[src/hdl/lmb_steer_defs.vh]
// Constants for the data-side local memory bus master.
// Included by bare name from the design files; definitions only.
`ifndef LOCAL_MEM_STEER_DEFS_VH
`define LOCAL_MEM_STEER_DEFS_VH

// Transfer size codes
`define SIZE_BYTE 2'h0
`define SIZE_HALF 2'h1
`define SIZE_WORD 2'h2

// Lane enable patterns, bit 3 is the most significant lane
`define LANES_NONE 4'h0
`define LANES_B3 4'h1
`define LANES_B2 4'h2
`define LANES_B1 4'h4
`define LANES_B0 4'h8
`define LANES_H1 4'h3
`define LANES_H0 4'hC
`define LANES_WORD 4'hF

// Controller states
`define ST_IDLE 2'h0
`define ST_BUSY 2'h1

`endif

[src/hdl/lane_steer.v]
// Byte-lane steering for loads and stores on a 32-bit local bus.
// Pure combinational; the caller registers its outputs.
`include "lmb_steer_defs.vh"

module lane_steer (
  // Access description
  input wire [1:0] size_i,
  input wire [1:0] addr_lo_i,
  // Store source and load bus data
  input wire [31:0] store_src_i,
  input wire [31:0] bus_rd_i,
  // Steered results
  output reg [3:0] lanes_o,
  output reg [31:0] bus_wr_o,
  output reg [31:0] load_val_o
);

  // Lane decode and steering for each size
  always @* begin
    lanes_o = `LANES_NONE;
    bus_wr_o = 32'h00000000;
    load_val_o = 32'h00000000;
    case (size_i)
      `SIZE_BYTE: begin
        // Low source byte mirrored to all lanes
        bus_wr_o = {4{store_src_i[7:0]}};
        case (addr_lo_i)
          2'h3: begin
            lanes_o = `LANES_B3;
            load_val_o = {24'h000000, bus_rd_i[7:0]};
          end
          2'h2: begin
            lanes_o = `LANES_B2;
            load_val_o = {24'h000000, bus_rd_i[15:8]};
          end
          2'h1: begin
            lanes_o = `LANES_B1;
            load_val_o = {24'h000000, bus_rd_i[23:16]};
          end
          default: begin
            lanes_o = `LANES_B0; // Left-justified byte slave
            load_val_o = {24'h000000, bus_rd_i[31:24]};
          end
        endcase
      end
      `SIZE_HALF: begin
        bus_wr_o = {2{store_src_i[15:0]}};
        if (addr_lo_i[1]) begin
          lanes_o = `LANES_H1;
          load_val_o = {16'h0000, bus_rd_i[15:0]};
        end else begin
          lanes_o = `LANES_H0;
          load_val_o = {16'h0000, bus_rd_i[31:16]};
        end
      end
      default: begin
        lanes_o = `LANES_WORD; // Word lanes in order
        bus_wr_o = store_src_i;
        load_val_o = bus_rd_i;
      end
    endcase
  end

endmodule

[src/hdl/local_mem_bus_data_steering.v]
// Data-side master of the single-clock local memory bus.
// Assumes the core issues one request at a time and the memory answers with xfer_done_in_i.
`include "lmb_steer_defs.vh"

// Notes on behaviour
// Write-active rises in first write cycle, falls the cycle after completion.
// Back-to-back write keeps write-active high without a gap.
// Memory presents read data on the completion edge; captured only then.
// Completion ends the transfer; next may start the following cycle.
// Completion sampled only at rising edges; first high edge finishes.
// Memory signals write completion only after enabled lanes are stored.
// All bus signals are synchronous to the one core clock.
// Byte, halfword and word accesses supported with lane steering.
// No bus sizing or conversion cycles; oversize accesses are not handled.
// Load lane decode per low address bits, data right-aligned.
// Store data low byte or halfword replicated onto chosen lanes.
// Works with left-justified byte and halfword slaves.
// Address strobe high only in the first cycle of each transfer.
// Address and lane enables valid while the strobe is high.
// Write data held from strobe cycle until completion is sampled.
// Read-active rises in first read cycle, stays high back-to-back.
// One transfer outstanding; read-active and write-active never both high.
module local_mem_bus_data_steering (
  // Clock and reset
  input wire clock_i,
  input wire sys_rst_i,
  // Core request side
  input wire req_valid_i,
  input wire req_write_i,
  input wire [1:0] req_size_i,
  input wire [31:0] req_addr_i,
  input wire [31:0] req_wdata_i,
  output wire req_ready_o,
  // Core load result side
  output reg load_valid_o,
  output reg [31:0] load_data_o,
  // Local memory bus
  output reg [31:0] mem_addr_o,
  output reg [3:0] byte_lanes_o,
  output reg [31:0] mem_wdata_o,
  output reg addr_qualify_pulse_o,
  output reg read_active_o,
  output reg write_active_o,
  input wire [31:0] mem_rdata_i,
  input wire xfer_done_in_i
);

  reg [1:0] state_reg;
  reg [1:0] state_next;
  reg [1:0] size_reg;
  reg [1:0] addr_lo_reg;
  wire [3:0] lanes_w;
  wire [31:0] wr_steer_w;
  wire [31:0] load_steer_w;
  wire start_w;
  wire finish_w;

  // Completion seen on this edge while busy
  assign finish_w = (state_reg == `ST_BUSY) && xfer_done_in_i;
  // Accept only when idle or finishing: one outstanding
  assign req_ready_o = (state_reg == `ST_IDLE) || finish_w;
  assign start_w = req_valid_i && req_ready_o;

  // Steering for the new request; load path uses the held size
  lane_steer u_steer_wr (
    .size_i(req_size_i),
    .addr_lo_i(req_addr_i[1:0]),
    .store_src_i(req_wdata_i),
    .bus_rd_i(32'h00000000),
    .lanes_o(lanes_w),
    .bus_wr_o(wr_steer_w),
    .load_val_o()
  );

  lane_steer u_steer_rd (
    .size_i(size_reg),
    .addr_lo_i(addr_lo_reg),
    .store_src_i(32'h00000000),
    .bus_rd_i(mem_rdata_i),
    .lanes_o(),
    .bus_wr_o(),
    .load_val_o(load_steer_w)
  );

  // Next state
  always @* begin
    case (state_reg)
      `ST_IDLE: state_next = start_w ? `ST_BUSY : `ST_IDLE;
      `ST_BUSY: begin
        if (finish_w) begin
          state_next = start_w ? `ST_BUSY : `ST_IDLE;
        end else begin
          state_next = `ST_BUSY;
        end
      end
      default: state_next = `ST_IDLE;
    endcase
  end

  // Bus drive and capture, all on the core clock
  always @(posedge clock_i) begin
    if (sys_rst_i) begin
      state_reg <= `ST_IDLE;
      size_reg <= `SIZE_WORD;
      addr_lo_reg <= 2'h0;
      mem_addr_o <= 32'h00000000;
      byte_lanes_o <= `LANES_NONE;
      mem_wdata_o <= 32'h00000000;
      addr_qualify_pulse_o <= 1'b0;
      read_active_o <= 1'b0;
      write_active_o <= 1'b0;
      load_valid_o <= 1'b0;
      load_data_o <= 32'h00000000;
    end else begin
      state_reg <= state_next;
      // Strobe only in the first cycle
      addr_qualify_pulse_o <= start_w;
      load_valid_o <= 1'b0;
      if (start_w) begin
        // Address and lanes launched with the strobe
        mem_addr_o <= req_addr_i;
        byte_lanes_o <= lanes_w;
        size_reg <= req_size_i;
        addr_lo_reg <= req_addr_i[1:0];
        // Write data stands until completion
        mem_wdata_o <= req_write_i ? wr_steer_w : 32'h00000000;
        // Gapless when starting right after completion
        write_active_o <= req_write_i;
        read_active_o <= ~req_write_i;
      end else if (finish_w) begin
        // Drop in the cycle after completion
        write_active_o <= 1'b0;
        read_active_o <= 1'b0;
      end
      // Capture read data only on the completion edge
      if (finish_w && read_active_o) begin
        load_valid_o <= 1'b1;
        load_data_o <= load_steer_w;
      end
    end
  end

endmodule

[config.mk]
export PLATFORM = sky130hd
export DESIGN_NAME = local_mem_bus_data_steering
export DESIGN_NICKNAME = d
export VERILOG_FILES = /design/src/hdl/lane_steer.v /design/src/hdl/local_mem_bus_data_steering.v
export VERILOG_INCLUDE_DIRS = /design/src /design/src/hdl
export SDC_FILE = /design/constraint.sdc
export NUM_CORES = 1
export LEC_CHECK = 0
export BUFFER_PORTS_ARGS = -buffer_cell sky130_fd_sc_hd__buf_2
export CAP_MARGIN = 20
export CORE_ASPECT_RATIO = 0.8
export CORE_MARGIN = 10
export CORE_UTILIZATION = 42
export DETAILED_ROUTE_END_ITERATION = 16
export PLACE_DENSITY_LB_ADDON = 0.12
export SYNTH_ARGS = -nofsm -noshare
export SYNTH_HDL_FRONTEND = slang
export SYNTH_SLANG_ARGS = --single-unit
[constraint.sdc]
create_clock -name clock_i -period 1.5 [get_ports clock_i]
set_clock_uncertainty 0.15 [all_clocks]
set_input_delay 0.075 -clock clock_i [delete_from_list [all_inputs] [get_ports clock_i]]
set_output_delay 0.075 -clock clock_i [all_outputs]
set_load 0.02 [all_outputs]
==> impl_summary.log <==
[metrics] result of the run: finished, violations left
[metrics] failing checks: setup timing
[metrics] via count of the routed design: about 5300
[metrics] total number of clock tree sinks: between 100 and 150
[metrics] Comb pwr share: approximately a fifth
[metrics] post-route setup slack: -0.0573 ns
[metrics] final setup fails: 13
[metrics] WP depth: 5
[metrics] Yosys warnings: 0
[metrics] overall fraction of global-route tracks in use: between 20% and 30%
[metrics] Overall Power: slightly below 7 mW
[metrics] core area: approximately 10000 sq um
[metrics] Detail Placement HPWL: ~12000 um
[metrics] height of the die: around 110 um
[metrics] clock buffers created by TritonCTS: 9
[metrics] Switch Pwr: about 1.9 mW
[metrics] net count after synthesis: 613
[metrics] PwrDens: 921 nW/um^2
[metrics] crit path time final: approximately 1.6 ns
[metrics] flip-flop and latch count after synthesis: about 110
[metrics] depth of the worst hold-timing path: 4
[metrics] type of origin of the critical path: register
[metrics] top cell type by total area after synthesis: dfxtp_1
[metrics] cells on worst reg2reg path: 5
[metrics] clock transition time at the flip-flop clock pins of the worst setup and hold paths: around 0.07 ns
[metrics] worst vdd rail ir drop: 0.737 mV
[metrics] fraction of power spent switching nets: 27.3%
[metrics] Area Overhead vs Synth: 66.1%
[metrics] Root Buffer Master: clkbuf_16
[metrics] die extent in x: 135 um
[metrics] Total Nets Final: between 900 and 1000
[metrics] kind of critical path: reg -> reg
[metrics] most common library cell in the layout ignoring fill and taps: buf_2
[metrics] crit-path max FO: 6
[metrics] endpoint with the worst hold slack: mem_wdata_o[20]
[metrics] source-to-sink clock delay at the later pin of the worst-skew pair: ~0.34 ns
[metrics] hold path startpoint: req_wdata_i[20]
[metrics] dominant delay contributor by cell family on the critical path: simple AND/OR/NAND/NOR gates
[metrics] DR WL/cell: ~19 um
[metrics] drt first pass iters: 5
[metrics] average cell area after synthesis: around 8.8 sq um
[metrics] design internal power: roughly 5.0 mW
[metrics] endpoint of the worst-slack reg-to-reg timing path: load_data_o[3]
[metrics] worst reg2reg startpoint: mem_addr_o[1]
[metrics] vias in the first global route: 5109
[metrics] post-route clock period utilization: 104%
[metrics] Overflow after GRT: 0
[metrics] Max-Cap Viols: 0
[metrics] setup repair after global routing missed its margin: yes
[metrics] DIE AREA: around 15000 sq um
[metrics] count of routing violations after the opening detailed-route iteration: around 360
[metrics] sequential area share after synthesis: 47.9%
[metrics] power share of the sequential group: between 40 and 50%
[metrics] CTS tree: yes
[metrics] EDFF count, synth: 0
[metrics] deepest clock path buffer count: 2
[metrics] final standard cell area without fillers: roughly 7400 sq um
[metrics] launch point of the worst path: mem_addr_o[1]
[metrics] required time of the worst setup path: 1.62 ns
[metrics] Critical Path End Type: register
[metrics] most frequent cells in the layout: buf_2 (205), nand2_1 (115), dfxtp_1 (102)
[metrics] initial antenna violation count: 3
[metrics] Static Leak: roughly 3.3 nW
[metrics] buffering stage count on the worst path with inverters included: 1
[metrics] IO Port Bufs: a little over 200
[metrics] Hold/Removal Path Class: in -> reg
[metrics] overall routed net length: roughly 18000 um
[metrics] CP arrival: approximately 1.7 ns
[metrics] Synth Instances: 510
[metrics] Synth top area share: 47.9%
[metrics] H-tree lvl count: 3
[metrics] Max Clock Freq: between 600 and 700 MHz
[metrics] Post-DP Area: 5740 sq um
[metrics] Worst-Margin Slew: ~0.68 ns
[metrics] final weighted congestion in routability-driven placement: just under 0.9
[metrics] Top Registers: load_data_o: 32 flops, mem_addr_o: 32 flops, mem_wdata_o: 32 flops
[metrics] Clock Power Share: between 30% and 40%
[metrics] Crit path largest cell delay: slightly above 0.4 ns
[metrics] Layout Utilization: ~70%
[metrics] Final ANT Viol Nets: 0
[metrics] Crit-path slowest cell: dfxtp_4
[metrics] number of design rule violations left after detail routing: 0
[metrics] vias per cell: about 5.5
[metrics] total negative slack: -0.301 ns
[metrics] fraction of final layout cells sized beyond drive strength 1: between 40 and 50%
[metrics] netlist area before placement: ~4500 sq um
[metrics] most area-consuming cells after synthesis: dfxtp_1 (48%), nand2_1 (9.8%), a21oi_1 (8.4%)
[metrics] cells traversed along the worst timing path: or2_4 > buf_6 > o32ai_2 > or3_1 > a21oi_1
[metrics] fraction of synthesis flops using an asynchronous set or reset pin: 0%
[metrics] starting density of the core: 43.4%
[metrics] distinct cell type count of the synthesized netlist: 39
[metrics] final slew viol count: 0
[metrics] Main synth FF type: dfxtp_1
[metrics] number of placement rows: 33
[metrics] remaining max-slew budget at the tightest pin: between 50% and 60%
[metrics] maximum number of pins on one net before global-route repair: 93
[metrics] first-pass GRT wire length: about 27000 um
[metrics] reg-to-reg setup timing slack: -0.06 ns
[metrics] count of pins on the block boundary: about 210
[metrics] final hold viol count: 0
[power groups by stage]
stage | logic, mW | clock network (mW) | registers (mW)
after CTS | 1.26 | 2.44 | 3.03
after floorplan | 0.469 | 0 | 3.22
final | 1.44 | 2.38 | 3.03
after global routing | 1.53 | 2.56 | 3.04
after global placement | 1.02 | 0 | 3.09
after detailed placement | 1.04 | 0 | 3.09
[worst reg2reg max path, delay by kind of cell (launching register included)]
| kind | cells | cell delay [ns] |
|---|---|---|
| buffers and inverters | 1 | 0.14 |
| and+or+nand+nor | 2 | 0.54 |
| DFF | 1 | 0.41 |
| AOI/OAI and AO/OA | 2 | 0.24 |
[cells by family (layout without fill, tap and decap cells)]
| group | after synthesis | in the layout | synth area share, % |
|---|---|---|---|
| simple gates | 181 | 182 | 17.6 |
| compound gates | 147 | 147 | 22.1 |
| flops | 107 | 107 | 47.9 |
| buf+inv | 50 | 356 | 6.21 |
| mux | 25 | 25 | 6.26 |
| other cells | 0 | 4 | 0 |
[Yosys cell counts (3+ instances only)]
cell type and count:
mux2i_1 10, clkbuf_1 19, nor3_1 9, o2111ai_1 15
mux2_2 14, buf_2 14, a21oi_1 75, o21ai_0 4
dfxtp_1 107, o32ai_1 6, or3_1 7, a221oi_1 8
a311oi_1 8, nor2_1 20, a22o_1 24, nand3_1 19
buf_4 3, buf_6 8, nand2_1 117
[layer usage]
layer / global-route usage [%] / wire (um) / part of all wire, %
met5: 0 / 0 / 0
met4: 7.81 / 448 / 2.4
met3: 8.29 / 1940 / 11
met2: 34.9 / 8740 / 47
met1: 25.7 / 7340 / 40
[worst max path at each step]
stage / slack [ns] / end
finish: -0.06 / load_data_o[3]
floorplan: -0.01 / load_data_o[13]
global route: -0.09 / load_data_o[4]
detailed placement: -0.31 / load_data_o[25]
CTS: -0.05 / load_data_o[0]
global placement: -0.22 / load_data_o[16]
[final cells by class]
| cell class | instances | area, sq um |
|---|---|---|
| multi-input combinational | 354 | 2350 |
| fill | 769 | 2890 |
| inverter | 3 | 11.3 |
| clock inverter | 3 | 47.5 |
| tap | 140 | 175 |
| clock buffer | 13 | 250 |
| antenna | 4 | 10.0 |
| sequential | 107 | 2160 |
| timing repair buffer | 337 | 2430 |
[through the flow]
stage | hold WS, ns | setup WS (ns) | cells
after floorplan | 0.0505 | -0.0101 | 510
after global placement | 0.161 | -0.216 | 841
after detailed placement | 0.167 | -0.309 | 841
after CTS | 0.0170 | -0.0495 | 947
after global routing | 0.0427 | -0.0878 | 961
final | 0.0355 | -0.0573 | 961
[timing repair]
action,CTS,global route
pin swaps,5,27
setup buffers,8,4
hold buffers,82,0
cloned,0,6
hold endpoints to repair,88,0
endpoints found under the setup margin,86,61
resized for setup,21,47
No activity file was read; power rests on OpenSTA's default activity.
